`src/fgr_pkg.sv`:
```
// fine granularity refresh: shared constants, command and bus carriers
// assumes a 20 MHz core clock; the command bus is sampled on that clock
package fgr_pkg;

	// clock and timing
	localparam int CLK_PERIOD_PS  = 50000;
	localparam int REFI_BASE_NS   = 7800;
	localparam int TRFC1_NS       = 260;
	localparam int TRFC2_NS       = 160;
	localparam int TRFC4_NS       = 110;
	localparam int TIME_W         = 16;
	// least times round up, longest times round down
	localparam logic [TIME_W-1:0] TRFC1_CYC = TIME_W'((TRFC1_NS * 1000 + CLK_PERIOD_PS - 1)
		/ CLK_PERIOD_PS);
	localparam logic [TIME_W-1:0] TRFC2_CYC = TIME_W'((TRFC2_NS * 1000 + CLK_PERIOD_PS - 1)
		/ CLK_PERIOD_PS);
	localparam logic [TIME_W-1:0] TRFC4_CYC = TIME_W'((TRFC4_NS * 1000 + CLK_PERIOD_PS - 1)
		/ CLK_PERIOD_PS);
	localparam logic [TIME_W-1:0] REFI1_CYC = TIME_W'((REFI_BASE_NS * 1000) / CLK_PERIOD_PS);
	localparam logic [TIME_W-1:0] REFI2_CYC = TIME_W'((REFI_BASE_NS * 1000 / 2) / CLK_PERIOD_PS);
	localparam logic [TIME_W-1:0] REFI4_CYC = TIME_W'((REFI_BASE_NS * 1000 / 4) / CLK_PERIOD_PS);

	// refresh mode field of the refresh_mode_register
	localparam int         MODE_LSB      = 6;
	localparam int         MODE_MSB      = 8;
	localparam int         MODE_OTF_BIT  = 2;
	localparam logic [2:0] MODE_FIXED_1X = 3'h0;
	localparam logic [2:0] MODE_FIXED_2X = 3'h1;
	localparam logic [2:0] MODE_FIXED_4X = 3'h2;
	localparam logic [2:0] MODE_OTF_2X   = 3'h5;
	localparam logic [2:0] MODE_OTF_4X   = 3'h6;
	localparam logic [2:0] MODE_RESET    = MODE_FIXED_1X;

	// mode_register_write target: bank group 0, bank 3
	localparam logic [1:0] MR_REFRESH_BANK = 2'h3;

	typedef enum logic [1:0] {
		RATE_1X = 2'b00,
		RATE_2X = 2'b01,
		RATE_4X = 2'b10
	} rate_type;

	// command bus as sampled at the clock edge
	typedef struct packed {
		logic        cs_n;
		logic        activate_n;
		logic        row_strobe_n;
		logic        column_strobe_n;
		logic        write_enable_n;
		logic        rate_select_bit;
		logic [1:0]  bank_addr;
		logic [13:0] addr;
	} cmd_bus_type;

	// wishbone request from the master
	typedef struct packed {
		logic        cyc;
		logic        stb;
		logic        we;
		logic [7:0]  adr;
		logic [3:0]  sel;
		logic [31:0] dat;
	} wb_req_type;

	// register map
	localparam logic [7:0] REG_MODE   = 8'h00;
	localparam logic [7:0] REG_STATUS = 8'h04;
	localparam logic [7:0] REG_FLAGS  = 8'h08;
	localparam logic [7:0] REG_COUNT  = 8'h0c;

	// status fields
	localparam int ST_BUSY      = 0;
	localparam int ST_RATE_LSB  = 1;
	localparam int ST_SUB_LSB   = 4;

	// sticky flag bits, write one to clear
	localparam int FLAGS_W        = 6;
	localparam int FL_ODD_CHANGE  = 0;
	localparam int FL_ODD_BETWEEN = 1;
	localparam int FL_RESERVED    = 2;
	localparam int FL_EARLY       = 3;
	localparam int FL_LATE        = 4;
	localparam int FL_ODD_AT_REF  = 5;

endpackage

```
`src/refresh_cycle_timer.sv`:
```
// refresh cycle timer: busy from a refresh command until its cycle time ends
// assumes load is a one-cycle pulse with the count of the command's rate
`timescale 1ns/1ps
module refresh_cycle_timer #(
	parameter int W = 16
) (
	// clock and reset
	input  wire logic         clk,
	input  wire logic         rst_n,
	input  wire logic         ce,
	// load from a refresh command
	input  wire logic         load,
	input  wire logic [W-1:0] load_count,
	// busy while the cycle time runs
	output logic              busy
);
	import fgr_pkg::*;

	typedef enum logic [0:0] {
		PH_IDLE = 1'b0,
		PH_RUN  = 1'b1
	} phase_type;

	typedef struct packed {
		phase_type    phase;
		logic [W-1:0] count;
	} timer_type;

	timer_type cur;
	timer_type next_cur;

	always_comb begin
		next_cur = cur;
		case (cur.phase)
			PH_IDLE: begin
				if (load) begin
					next_cur.phase = PH_RUN;
					next_cur.count = load_count - W'(1);
				end
			end
			PH_RUN: begin
				// a new command restarts with its own rate's time
				if (load) begin
					next_cur.count = load_count - W'(1);
				end else if (cur.count == '0) begin
					next_cur.phase = PH_IDLE;
				end else begin
					next_cur.count = cur.count - W'(1);
				end
			end
			default: begin
				next_cur.phase = PH_IDLE;
			end
		endcase
	end

	always_ff @(posedge clk) begin
		if (!rst_n) begin
			cur <= '{phase: PH_IDLE, count: '0};
		end else if (ce) begin
			cur <= next_cur;
		end
	end

	assign busy = (cur.phase == PH_RUN);

endmodule

```
`src/fine_granularity_refresh.sv`:
```
// fine granularity refresh: mode field, per-command rate, timing and count checks
// assumes the command bus is synchronous to MCLK and sampled once per edge
`timescale 1ns/1ps
module fine_granularity_refresh (
	// clock, reset, enable
	input  wire logic                MCLK,
	input  wire logic                RST_N,
	input  wire logic                CE,
	// command bus
	input  wire fgr_pkg::cmd_bus_type CMD,
	// wishbone slave
	input  wire fgr_pkg::wb_req_type WB_REQ,
	output logic [31:0]              WB_DAT_O,
	output logic                     WB_ACK,
	// refresh engine
	output logic                     REFRESH_START,
	output fgr_pkg::rate_type        REFRESH_RATE,
	output logic                     REFRESH_BUSY
);
	import fgr_pkg::*;

	typedef struct packed {
		logic [2:0]         mode;
		logic [1:0]         sub_count;
		rate_type           rate;
		logic [FLAGS_W-1:0] flags;
		logic [15:0]        refresh_count;
		logic [TIME_W-1:0]  interval_left;
		logic               interval_armed;
		logic               start;
		logic               ack;
		logic [31:0]        rdata;
	} state_type;

	state_type cur;
	state_type next_cur;
	logic      busy;
	logic      is_refresh;
	logic      is_mode_write;
	logic      wb_access;

	function automatic logic reserved_code(input logic [2:0] code);
		reserved_code = !(code == MODE_FIXED_1X || code == MODE_FIXED_2X ||
			code == MODE_FIXED_4X || code == MODE_OTF_2X || code == MODE_OTF_4X);
	endfunction

	// sub-rate the mode runs at, fixed or on-the-fly alike
	function automatic rate_type mode_class(input logic [2:0] code);
		case (code[1:0])
			2'b01:   mode_class = RATE_2X;
			2'b10:   mode_class = RATE_4X;
			default: mode_class = RATE_1X;
		endcase
	endfunction

	function automatic rate_type command_rate(input logic [2:0] code, input logic sel);
		if (code[MODE_OTF_BIT] && !sel) begin
			command_rate = RATE_1X;
		end else begin
			command_rate = mode_class(code);
		end
	endfunction

	// sub-rate count not at a whole normal interval
	function automatic logic count_open(input rate_type r, input logic [1:0] n);
		case (r)
			RATE_2X: count_open = n[0];
			RATE_4X: count_open = (n != 2'h0);
			default: count_open = 1'b0;
		endcase
	endfunction

	function automatic logic [TIME_W-1:0] cycle_time(input rate_type r);
		case (r)
			RATE_2X: cycle_time = TRFC2_CYC;
			RATE_4X: cycle_time = TRFC4_CYC;
			default: cycle_time = TRFC1_CYC;
		endcase
	endfunction

	function automatic logic [TIME_W-1:0] interval_time(input rate_type r);
		case (r)
			RATE_2X: interval_time = REFI2_CYC;
			RATE_4X: interval_time = REFI4_CYC;
			default: interval_time = REFI1_CYC;
		endcase
	endfunction

	assign is_refresh = !CMD.cs_n && CMD.activate_n && !CMD.row_strobe_n &&
		!CMD.column_strobe_n && CMD.write_enable_n;
	assign is_mode_write = !CMD.cs_n && CMD.activate_n && !CMD.row_strobe_n &&
		!CMD.column_strobe_n && !CMD.write_enable_n && !CMD.rate_select_bit &&
		(CMD.bank_addr == MR_REFRESH_BANK);
	assign wb_access = WB_REQ.cyc && WB_REQ.stb;

	always_comb begin
		logic [FLAGS_W-1:0] set_flags;
		logic [FLAGS_W-1:0] clr_flags;
		logic [2:0]         new_mode;
		logic               mode_req;
		rate_type           r;

		set_flags = '0;
		clr_flags = '0;
		new_mode  = cur.mode;
		mode_req  = 1'b0;
		r         = command_rate(cur.mode, CMD.rate_select_bit);
		next_cur  = cur;
		next_cur.start = 1'b0;

		// refresh command
		if (is_refresh) begin
			next_cur.start         = 1'b1;
			next_cur.rate          = r;
			next_cur.refresh_count = cur.refresh_count + 16'h1;
			if (busy) begin
				set_flags[FL_EARLY] = 1'b1;
			end
			// interval of the new rate counts from this command
			next_cur.interval_left  = interval_time(r);
			next_cur.interval_armed = 1'b1;
			if (r == RATE_1X) begin
				if (count_open(mode_class(cur.mode), cur.sub_count)) begin
					set_flags[FL_ODD_BETWEEN] = 1'b1;
				end
				next_cur.sub_count = 2'h0;
			end else if (mode_class(cur.mode) == RATE_2X) begin
				// double rate counts modulo two
				next_cur.sub_count = {1'b0, ~cur.sub_count[0]};
			end else begin
				next_cur.sub_count = cur.sub_count + 2'h1;
			end
		end else if (cur.interval_armed) begin
			if (cur.interval_left == '0) begin
				set_flags[FL_LATE]      = 1'b1;
				next_cur.interval_armed = 1'b0;
			end else begin
				next_cur.interval_left = cur.interval_left - TIME_W'(1);
			end
		end

		// mode change from the command bus or from software
		if (is_mode_write) begin
			new_mode = CMD.addr[MODE_MSB:MODE_LSB];
			mode_req = 1'b1;
		end else if (wb_access && WB_REQ.we && cur.ack && WB_REQ.adr == REG_MODE &&
				WB_REQ.sel[1]) begin
			new_mode = WB_REQ.dat[MODE_MSB:MODE_LSB];
			mode_req = 1'b1;
		end
		if (mode_req) begin
			if (reserved_code(new_mode)) begin
				set_flags[FL_RESERVED] = 1'b1;
			end else begin
				next_cur.mode = new_mode;
				// same sub-rate, fixed or on-the-fly, is no rate change
				if (mode_class(new_mode) != mode_class(cur.mode)) begin
					if (count_open(mode_class(cur.mode), cur.sub_count)) begin
						set_flags[FL_ODD_CHANGE] = 1'b1;
					end
					next_cur.sub_count = 2'h0;
				end
			end
		end

		// register access: one wait state, ack drops after one cycle
		next_cur.ack = wb_access && !cur.ack;
		if (wb_access && !cur.ack) begin
			case (WB_REQ.adr)
				REG_MODE: begin
					next_cur.rdata = 32'h0;
					next_cur.rdata[MODE_MSB:MODE_LSB] = cur.mode;
				end
				REG_STATUS: begin
					next_cur.rdata = 32'h0;
					next_cur.rdata[ST_BUSY] = busy;
					next_cur.rdata[ST_RATE_LSB +: 2] = cur.rate;
					next_cur.rdata[ST_SUB_LSB +: 2] = cur.sub_count;
				end
				REG_FLAGS: begin
					next_cur.rdata = 32'(cur.flags);
				end
				REG_COUNT: begin
					next_cur.rdata = 32'(cur.refresh_count);
				end
				default: begin
					next_cur.rdata = 32'h0;
				end
			endcase
		end
		if (wb_access && WB_REQ.we && cur.ack && WB_REQ.adr == REG_FLAGS && WB_REQ.sel[0]) begin
			clr_flags = WB_REQ.dat[FLAGS_W-1:0];
		end
		set_flags[FL_ODD_AT_REF] = count_open(mode_class(next_cur.mode), next_cur.sub_count)
			&& !cur.flags[FL_ODD_AT_REF] && is_refresh;
		// a flag raised in the clearing cycle stays set, except FL_ODD_AT_REF, which clears if already set
		next_cur.flags = (cur.flags & ~clr_flags) | set_flags;
	end

	always_ff @(posedge MCLK) begin
		if (!RST_N) begin
			cur <= '{mode: MODE_RESET, sub_count: 2'h0, rate: RATE_1X, flags: '0,
				refresh_count: 16'h0, interval_left: '0, interval_armed: 1'b0,
				start: 1'b0, ack: 1'b0, rdata: 32'h0};
		end else if (CE) begin
			cur <= next_cur;
		end
	end

	refresh_cycle_timer #(
		.W(TIME_W)
	) u_timer (
		.clk        (MCLK),
		.rst_n      (RST_N),
		.ce         (CE),
		.load       (is_refresh),
		.load_count (cycle_time(command_rate(cur.mode, CMD.rate_select_bit))),
		.busy       (busy)
	);

	assign WB_DAT_O      = cur.rdata;
	assign WB_ACK        = cur.ack;
	assign REFRESH_START = cur.start;
	assign REFRESH_RATE  = cur.rate;
	assign REFRESH_BUSY  = busy;

endmodule

```
`config.mk`:
```
export PLATFORM = sky130hd
export DESIGN_NAME = fine_granularity_refresh
export DESIGN_NICKNAME = d
export VERILOG_FILES = /design/src/fgr_pkg.sv /design/src/refresh_cycle_timer.sv /design/src/fine_granularity_refresh.sv
export SDC_FILE = /design/constraint.sdc
export NUM_CORES = 1
export LEC_CHECK = 0
export BUFFER_PORTS_ARGS = -buffer_cell sky130_fd_sc_hd__buf_4
export CAP_MARGIN = 40
export CORE_MARGIN = 3
export CORE_UTILIZATION = 45
export CTS_BUF_LIST = sky130_fd_sc_hd__clkbuf_8
export CTS_CLUSTER_SIZE = 8
export DETAILED_ROUTE_END_ITERATION = 10
export PLACE_DENSITY = 0.68
export SLEW_MARGIN = 10
export SYNTH_ARGS = -nofsm -noshare
export SYNTH_HDL_FRONTEND = slang
export SYNTH_HIERARCHICAL = 1
export SYNTH_SLANG_ARGS = --single-unit
```
`constraint.sdc`:
```
create_clock -name MCLK -period 5.98 [get_ports MCLK]
set_input_delay 0.897 -clock MCLK [delete_from_list [all_inputs] [get_ports MCLK]]
set_output_delay 0.897 -clock MCLK [all_outputs]
set_load 0.01 [all_outputs]
```
==> impl_metrics.json, run 1 <==
{
  "status": "finished clean",
  "drt-total-wl_mm": 12.4,
  "cts-htree-levels": 3,
  "tightest_slew_ns": 0.899,
  "fmax_ghz": 0.282,
  "cts_buffers": 9,
  "synth_area_sq_um": 5150,
  "crit_path_start": "WB_REQ[37]",
  "r2r_start": "cur[77]$_SDFFE_PN0P_",
  "grt_pass1_vias": 4260,
  "areaGrowthSynthToFinish_pct": 12.3,
  "dr.pass1.iters": 5,
  "p_leak_uw": 0.00226,
  "io_pins": 109,
  "cts_root_buf": "clkbuf_8",
  "via_count": 4583,
  "dpl.hpwl_mm": 9.12,
  "synth_area_leader_cell": "dfxtp_1",
  "clkSinkCount": 81,
  "placed_cells": 821,
  "relSlewSlack_pct": 39.5,
  "cts_resized": 0,
  "power_density_nw_per_um2": 178,
  "setup_tns_ns": 0,
  "cts_tree": "yes",
  "ir_drop_mv": 0.143,
  "synthMostInstantiatedCell": "dfxtp_1",
  "port_buffers": 56,
  "drc_errors": 0,
  "ys_seq_area_share_pct": 31.5,
  "via_per_inst": 5.49,
  "path_class": "in2reg",
  "nets": 779,
  "fin_crit_sh_pct": 59.4,
  "antenna_found_initial": 0,
  "fp.dieH_microns": 113,
  "start_kind": "input pin",
  "regToRegSetupSlack_ns": 2.78,
  "slew_viol_final": 0,
  "cts_setup_buffers": 0,
  "fillCellCount": 1061,
  "cp.required_ns": 6.28,
  "routabilityCongestion": 0.845,
  "n_antenna_cell": 0,
  "grt_pass1_wl_mm": 20.8,
  "endpoint": "cur[72]$_SDFFE_PN0P_",
  "clk_pin_slew_ns": 0.08,
  "synth-edff-count": 0,
  "fp.coreArea_sq_um": 11000,
  "hold_violations": 0,
  "instances_no_fill": 835,
  "drv_cap": 0,
  "wl_per_cell_microns": 14.8,
  "worst_ep_arrival_time_ns": 3.85,
  "end_kind": "flop",
  "finalCriticalPeriod_ns": 3.55,
  "yosys_warnings": 6,
  "grt-ovfl-total": 0,
  "drive_above_1_share_pct": 13.7,
  "ys.flop_type": "dfxtp_1",
  "rsz0062_at_grt": "no",
  "grt_usage_pct": 19.9,
  "grt_max_degree": 78,
  "worst-path-max-fanout": 9,
  "hp-start": "cur[72]$_SDFFE_PN0P_",
  "min_path_type": "reg2reg",
  "async_flop_share_pct": 0,
  "synth_top_area_share_pct": 31.5,
  "start_util_pct": 46.7,
  "avgSynthCellArea_sq_um": 8.23,
  "yosys-top-cells-count": "81 x dfxtp_1, 57 x nand2_1, 39 x nor2_1",
  "fp.dieW_microns": 113,
  "rows": 38,
  "dieArea_sq_um": 12800,
  "synthCells": 626,
  "ant_nets": 0,
  "synth_cell_types": 71,
  "postCtsHoldBufs": 0,
  "r2r-end": "u_timer/cur[6]$_SDFFE_PN0P_",
  "yosys-top-cells-area": "dfxtp_1 31%, buf_4 5.1%, xnor2_1 4.6%",
  "rr_worst_depth": 12,
  "clk_latency_ns": 0.36,
  "skew_ns": 0.00677,
  "finalSetupViolations": 0,
  "drt_iter0_drc": 302,
  "cts-root-to-sink-buffers": 2,
  "ys_ff_latch": 81
}
[cell families (layout without fill, tap and decap cells)]
logic type	Yosys count	count (layout)	synth area share, %
simple gates	250	250	27.3
fa+ha+maj	15	15	3.64
mux	8	8	1.70
other cells	1	59	0.0728
buf+inv	87	98	9.13
flops	81	81	31.5
compound gates	151	151	21.1
xor+xnor	33	33	5.61
[cell type report]
cell class / instances / area, sq um / share of cell area, %
Clock inverter: 4 / 46.3 / 0.800
Clock buffer: 10 / 138 / 2.38
Sequential cell: 81 / 1620 / 28.0
Tap cell: 140 / 175 / 3.03
Inverter: 28 / 105 / 1.82
Multi-Input combinational cell: 516 / 3280 / 56.7
Timing Repair Buffer: 56 / 420 / 7.27
[registers in the layout, summed over array words and instances, names as in the netlist]
register	cells
cur	44
u_timer/busy	1
REFRESH_RATE	2
WB_DAT_O	16
REFRESH_START	1
WB_ACK	1
u_timer/cur	16
[routing by layer]
layer | global-route usage [%] | share of wire, % | vias up
met5 | 0 | 0 | -
met4 | 7.21 | 1.9 | 0
met3 | 4.33 | 5.4 | 18
met2 | 30.5 | 46 | 137
met1 | 27.5 | 47 | 2135
li1 | - | - | 2293
[critical path: stages]
cell and delay (ns):
buf_4 0.10, or4_1 0.64, or4_4 0.57, a211oi_2 0.23
o21bai_4 0.20, a21boi_1 0.11, o22a_1 0.25, inv_1 0.07
ha_1 0.15, nor2_1 0.04, nor3_1 0.13, a21oi_1 0.06
nor4_1 0.15, o21ai_1 0.10, a21boi_1 0.13
[how the worst min path moves through the flow]
stage / depth (start not counted) / slack (ns) / endpoint
final: 2 / 0.48 / cur[72]$_SDFFE_PN0P_
after global routing: 2 / 0.52 / REFRESH_START$_SDFFE_PN0P_
after CTS: 2 / 0.48 / cur[72]$_SDFFE_PN0P_
after detailed placement: 2 / 0.47 / cur[72]$_SDFFE_PN0P_
after global placement: 2 / 0.46 / cur[72]$_SDFFE_PN0P_
after floorplan: 2 / 0.44 / cur[72]$_SDFFE_PN0P_
[power by group]
| part | switching [uW] | total, uW | leakage [uW] | internal (uW) |
|---|---|---|---|---|
| Sequential | 2.93 | 544 | 0.000653 | 541 |
| Clock | 190 | 388 | 0.0000954 | 197 |
| Combinational | 58.5 | 95.8 | 0.00152 | 37.3 |
| Total | 252 | 1030 | 0.00226 | 776 |
[placed cells by master (no fill, tap or decap), drive strengths merged, types with 3 or more instances in the layout]
cell	count
a211oi	4
a21boi	11
a21oi	30
a22oi	20
a31oi	5
a32oi	6
and2	27
and3	5
buf	56
clkbuf	10
clkinv	3
conb	59
dfxtp	81
ha	15
inv	27
mux2	6
nand2	57
nand2b	9
nand3	17
nand3b	4
nand4	9
nand4b	3
nor2	39
nor2b	16
nor3	13
nor3b	6
nor4	17
nor4b	3
o211a	3
o211ai	15
o21a	5
o21ai	25
o22ai	8
o31ai	5
or2	3
or3	9
or4	7
xnor2	27
xor2	6
[metrics by stage]
| stage | worst slack, ns | power, uW | util (%) | hold slack, ns | cell area, sq um |
|---|---|---|---|---|---|
| 2_1_floorplan | 2.38 | 622 | - | 0.441 | 5370 |
| 3_3_place_gp | 2.10 | 650 | 50.8 | 0.463 | 5600 |
| 3_5_place_dp | 2.08 | 651 | 50.8 | 0.471 | 5600 |
| 4_1_cts | 2.45 | 1040 | 52.4 | 0.484 | 5780 |
| 5_1_grt | 2.17 | 1070 | 52.4 | 0.523 | 5780 |
| 6_report | 2.43 | 1030 | 52.4 | 0.480 | 5780 |
(Power assumes the default switching activity.)
==> run 2, diff against run 1 <==
==> constraint.sdc (replaced) <==
create_clock -name MCLK -period 3.5 [get_ports MCLK]
set_input_delay 0.525 -clock MCLK [delete_from_list [all_inputs] [get_ports MCLK]]
set_output_delay 0.525 -clock MCLK [all_outputs]
set_load 0.01 [all_outputs]
==> run 2 against run 1 <==
  * Clock skew rose by 0.0085 ns
  * Flip-flop and latch count unchanged
  * First-iteration DRC count decreased by 8.3%
  * Design area rose by 1.6%
  * Global-route usage increased by 0.38 points
  * Clock power up 81%
  * Critical path type is now reg2reg
  * Largest power group unchanged
==> impl_metrics.json, run 2 (synthesized netlist as in run 1, its figures left out) <==
{
  "io_pins": 109,
  "setup_tns_ns": 0,
  "fp.dieH_microns": 113,
  "final_common_cell": "dfxtp_1",
  "max_stage_delay_ns": 0.52,
  "rsz0062_at_grt": "no",
  "cts_buffers": 9,
  "fp.dieW_microns": 113,
  "tightest_slew_ns": 0.821,
  "fmax_ghz": 0.324,
  "fin_crit_sh_pct": 88.3,
  "grt_usage_pct": 20.2,
  "grt_pass1_wl_mm": 21.3,
  "clk_pin_slew_ns": 0.10,
  "cts-root-to-sink-buffers": 2,
  "final_cell_mix": "81 x dfxtp_1, 66 x buf_4, 59 x conb_1, 57 x nand2_1, 39 x nor2_1",
  "n_antenna_cell": 0,
  "cts-htree-levels": 3,
  "areaGrowthSynthToFinish_pct": 14.1,
  "dr.pass1.iters": 6,
  "power_density_nw_per_um2": 306,
  "critPathBufInv": 3,
  "routabilityCongestion": 0.829,
  "p_leak_uw": 0.00231,
  "start_util_pct": 46.7,
  "drc_errors": 0,
  "cts_resized": 0,
  "nets": 789,
  "worst-path-max-fanout": 6,
  "finalSetupViolations": 0,
  "via_per_inst": 5.50,
  "cp.required_ns": 3.78,
  "cts_tree": "yes",
  "cp_slowest_cell": "nor3b_2",
  "relSlewSlack_pct": 44.8,
  "skew_ns": 0.0153,
  "start_kind": "flop",
  "port_buffers": 56,
  "placed_area_sq_um": 5680,
  "slew_viol_final": 0,
  "end_kind": "flop",
  "fillCellCount": 1060,
  "finalCriticalPeriod_ns": 3.09,
  "status": "finished clean",
  "grt-ovfl-total": 0,
  "largest_register": "cur",
  "wl_per_cell_microns": 14.9,
  "dpl.hpwl_mm": 9.57,
  "antenna_found_initial": 0,
  "path_class": "reg2reg",
  "drv_cap": 0,
  "clkSinkCount": 81,
  "postCtsHoldBufs": 0,
  "worst_ep_arrival_time_ns": 3.37,
  "ant_nets": 0,
  "largest_reg_flops": 44,
  "drt_iter0_drc": 277,
  "crit_chain": "inv_1 -> ha_1 -> nand2_1 -> inv_1 -> ha_1 -> inv_1 -> ha_1 -> nor3b_2 -> nand2_1 -> or3_1 -> a21o_1 -> a21oi_1",
  "cts_root_buf": "clkbuf_8",
  "dieArea_sq_um": 12800,
  "fp.coreArea_sq_um": 11000,
  "min_path_type": "in2reg",
  "ir_drop_mv": 0.224,
  "via_count": 4655,
  "cts_setup_buffers": 0,
  "rows": 38,
  "final_cell_area_sq_um": 5880,
  "clk_latency_ns": 0.37,
  "grt_pass1_vias": 4467,
  "drive_above_1_share_pct": 15.3,
  "drt-total-wl_mm": 12.6,
  "path_delay_family": "simple AND/OR/NAND/NOR gates",
  "hold_violations": 0,
  "grt_max_degree": 49
}
==> run 2: cell types whose count changed in the layout (fill, tap and decap cells not counted), sizes merged <==
cell,change
clkbuf,-1
buf,+10
inv,+1
clkinv,+2
==> run 2: cell type report <==
cell class	instances	area [sq um]	area share, %
inverters	28	105	1.79
multi-input cells	516	3280	55.8
repair buffers	66	495	8.43
clock inverters	7	77.6	1.32
clock buffers	9	124	2.11
well taps	140	175	2.98
flip-flops and latches	81	1620	27.6
==> run 2: final timing paths <==
kind	cells past startpoint	start	slack, ns	end
setup reg to reg	12	cur[77]$_SDFFE_PN0P_	0.41	u_timer/cur[6]$_SDFFE_PN0P_
setup / recovery	12	cur[77]$_SDFFE_PN0P_	0.41	u_timer/cur[6]$_SDFFE_PN0P_
hold reg to reg	2	cur[72]$_SDFFE_PN0P_	0.49	cur[72]$_SDFFE_PN0P_
hold / removal	4	WB_REQ[5]	0.43	cur[72]$_SDFFE_PN0P_
==> run 2: worst register-to-register path: stages, from the launching register on <==
cell and delay (ns):
dfxtp_1 0.47, inv_1 0.15, ha_1 0.27, nand2_1 0.20
inv_1 0.10, ha_1 0.25, inv_1 0.11, ha_1 0.17
nor3b_2 0.52, nand2_1 0.14, or3_1 0.33, a21o_1 0.18
a21oi_1 0.12
==> run 2: layer usage <==
layer | part of all wire (%) | vias up | track usage, %
met1 | 46 | 2185 | 27.4
met3 | 5.5 | 19 | 3.64
met5 | 0 | - | 0
li1 | - | 2316 | -
met4 | 1.5 | 0 | 5.93
met2 | 47 | 135 | 33.1
==> run 2: power by group <==
| part | leakage, uW | switching [uW] | total [uW] | internal (uW) |
|---|---|---|---|---|
| Combinational | 0.00156 | 101 | 167 | 66.3 |
| Sequential | 0.000653 | 5.03 | 929 | 924 |
| Clock | 0.000100 | 369 | 704 | 336 |
| Total | 0.00231 | 475 | 1800 | 1330 |
==> run 2: stage by stage <==
stage               power (uW)  setup WS [ns]  utilization (%)  hold WS, ns  std cells
floorplan                 1060          0.275                -        0.441        684
global placement          1110         0.0903             51.5        0.464        831
detailed placement        1120         0.0467             51.5        0.470        831
CTS                       1820          0.399             53.3        0.416        847
global route              1880         0.0538             53.3        0.444        847
finish                    1800          0.411             53.3        0.432        847
==> run 3, diff against run 2 <==
--- a/config.mk
+++ b/config.mk
@@ -12,7 +12,7 @@
 export CTS_BUF_LIST = sky130_fd_sc_hd__clkbuf_8
 export CTS_CLUSTER_SIZE = 8
 export DETAILED_ROUTE_END_ITERATION = 10
-export PLACE_DENSITY = 0.68
+export PLACE_DENSITY = 0.74
 export SLEW_MARGIN = 10
 export SYNTH_ARGS = -nofsm -noshare
 export SYNTH_HDL_FRONTEND = slang
==> run 3 against run 2 <==
  * Setup slack got worse by 0.095 ns
  * Global-route usage down 0.46 points
  * Via count up 1.3%
  * Combinational power hardly changed
  * Critical endpoint is now cur[72]$_SDFFE_PN0P_
==> impl_metrics.json, run 3 (synthesized netlist as in run 1, its figures left out) <==
{
  "cts_resized": 0,
  "wl_per_cell_microns": 15.1,
  "clk_latency_ns": 0.36,
  "slew_viol_final": 0,
  "placed_cells": 829,
  "io_pins": 109,
  "p_leak_uw": 0.00229,
  "grt_max_degree": 43,
  "final_common_cell": "dfxtp_1",
  "finalSetupViolations": 0,
  "drive_above_1_share_pct": 14.8,
  "drc_errors": 0,
  "rr_worst_depth": 14,
  "n_antenna_cell": 0,
  "skew_ns": 0.00801,
  "via_count": 4714,
  "nets": 787,
  "cts_tree": "yes",
  "setup_tns_ns": 0,
  "cts_root_buf": "clkbuf_8",
  "grt-ovfl-total": 0,
  "antenna_found_initial": 0,
  "hold_depth": 4,
  "rsz0062_at_grt": "no",
  "worst_ep_arrival_time_ns": 3.48,
  "rows": 38,
  "start_util_pct": 46.7,
  "clk_pin_slew_ns": 0.08,
  "min_path_type": "in2reg",
  "hold_violations": 0,
  "dpl.hpwl_mm": 9.42,
  "final_cell_area_sq_um": 5850,
  "status": "finished clean",
  "placed_area_sq_um": 5660,
  "areaGrowthSynthToFinish_pct": 13.5,
  "finalCriticalPeriod_ns": 3.18,
  "total_power_uw": 1770,
  "worst-path-max-fanout": 9,
  "dieArea_sq_um": 12800,
  "drv_cap": 0,
  "grt_usage_pct": 19.8,
  "largest_register": "cur",
  "ir_drop_mv": 0.290,
  "drt-total-wl_mm": 12.7,
  "fin_crit_sh_pct": 91.0,
  "power_density_nw_per_um2": 302,
  "clkSinkCount": 81,
  "drt_iter0_drc": 406,
  "cts-htree-levels": 3,
  "ant_nets": 0,
  "fp.coreArea_sq_um": 11000,
  "grt_pass1_vias": 4419,
  "tightest_slew_ns": 0.740,
  "fp.dieH_microns": 113,
  "cts_buffers": 9,
  "instances_no_fill": 844,
  "start_kind": "flop",
  "port_buffers": 56,
  "grt_pass1_wl_mm": 20.9,
  "cts_setup_buffers": 0,
  "routabilityCongestion": 0.868,
  "cts-root-to-sink-buffers": 2,
  "cp.required_ns": 3.79,
  "via_per_inst": 5.59,
  "relSlewSlack_pct": 50.2,
  "end_kind": "flop",
  "dr.pass1.iters": 7,
  "path_class": "reg2reg",
  "fmax_ghz": 0.314,
  "final_cell_mix": "81 x dfxtp_1, 64 x buf_4, 59 x conb_1, 57 x nand2_1, 39 x nor2_1",
  "largest_reg_flops": 44,
  "postCtsHoldBufs": 0,
  "fp.dieW_microns": 113
}
run 3: cell types whose count changed in the layout (fill, tap and decap cells not counted):
cell / change
buf_4: -2
clkinv_4: -2
clkinvlp_4: +2
inv_6: -2
inv_1: +1
run 3: worst paths after layout:
| check | start | to | slack [ns] |
|---|---|---|---|
| worst max-delay path | WB_ACK$_SDFFE_PN0P_ | cur[72]$_SDFFE_PN0P_ | 0.32 |
| worst min-delay path | WB_REQ[5] | cur[72]$_SDFFE_PN0P_ | 0.44 |
| worst max register to register | WB_ACK$_SDFFE_PN0P_ | cur[72]$_SDFFE_PN0P_ | 0.32 |
| worst min register to register | cur[72]$_SDFFE_PN0P_ | cur[72]$_SDFFE_PN0P_ | 0.49 |
run 3: power by group:
group          internal (uW)  switching (uW)
Clock                    322             348
Combinational           66.4             102
Sequential               924            4.97
run 3: critical path, cell delays in order (launching register included):
cell and delay, ns:
dfxtp_1 0.40, or4bb_1 0.49, or4_4 0.48, a211oi_2 0.24, o21bai_4 0.21, a21boi_1 0.11, o22a_1 0.25, inv_1 0.07
ha_1 0.18, nor2_1 0.05, nor3_1 0.15, a21oi_1 0.07, nor4_1 0.15, o21ai_1 0.11, a21boi_1 0.15
run 3: layout make-up:
class	count	area, sq um
Clock buffer	9	124
Timing Repair Buffer	64	480
Tap cell	140	175
Multi-Input combinational cell	516	3280
Sequential cell	81	1620
Clock inverter	6	61.3
Fill cell	1067	5180
Inverter	28	105
run 3: routing by layer:
| layer | part of all wire [%] | track usage (%) | vias to the layer above |
|---|---|---|---|
| li1 | - | - | 2311 |
| met5 | 0 | 0 | - |
| met1 | 46 | 27.1 | 2211 |
| met3 | 6.6 | 4.39 | 26 |
| met2 | 45 | 30.4 | 166 |
| met4 | 2.5 | 7.61 | 0 |
run 3: through the flow:
| step | util [%] | hold slack, ns | setup WS, ns |
|---|---|---|---|
| finish | 53.0 | 0.443 | 0.317 |
| global route | 53.0 | 0.450 | 0.0697 |
| CTS | 53.0 | 0.437 | 0.325 |
| detailed placement | 51.3 | 0.474 | -0.0466 |
| global placement | 51.3 | 0.462 | 0.111 |
| floorplan | - | 0.441 | 0.275 |
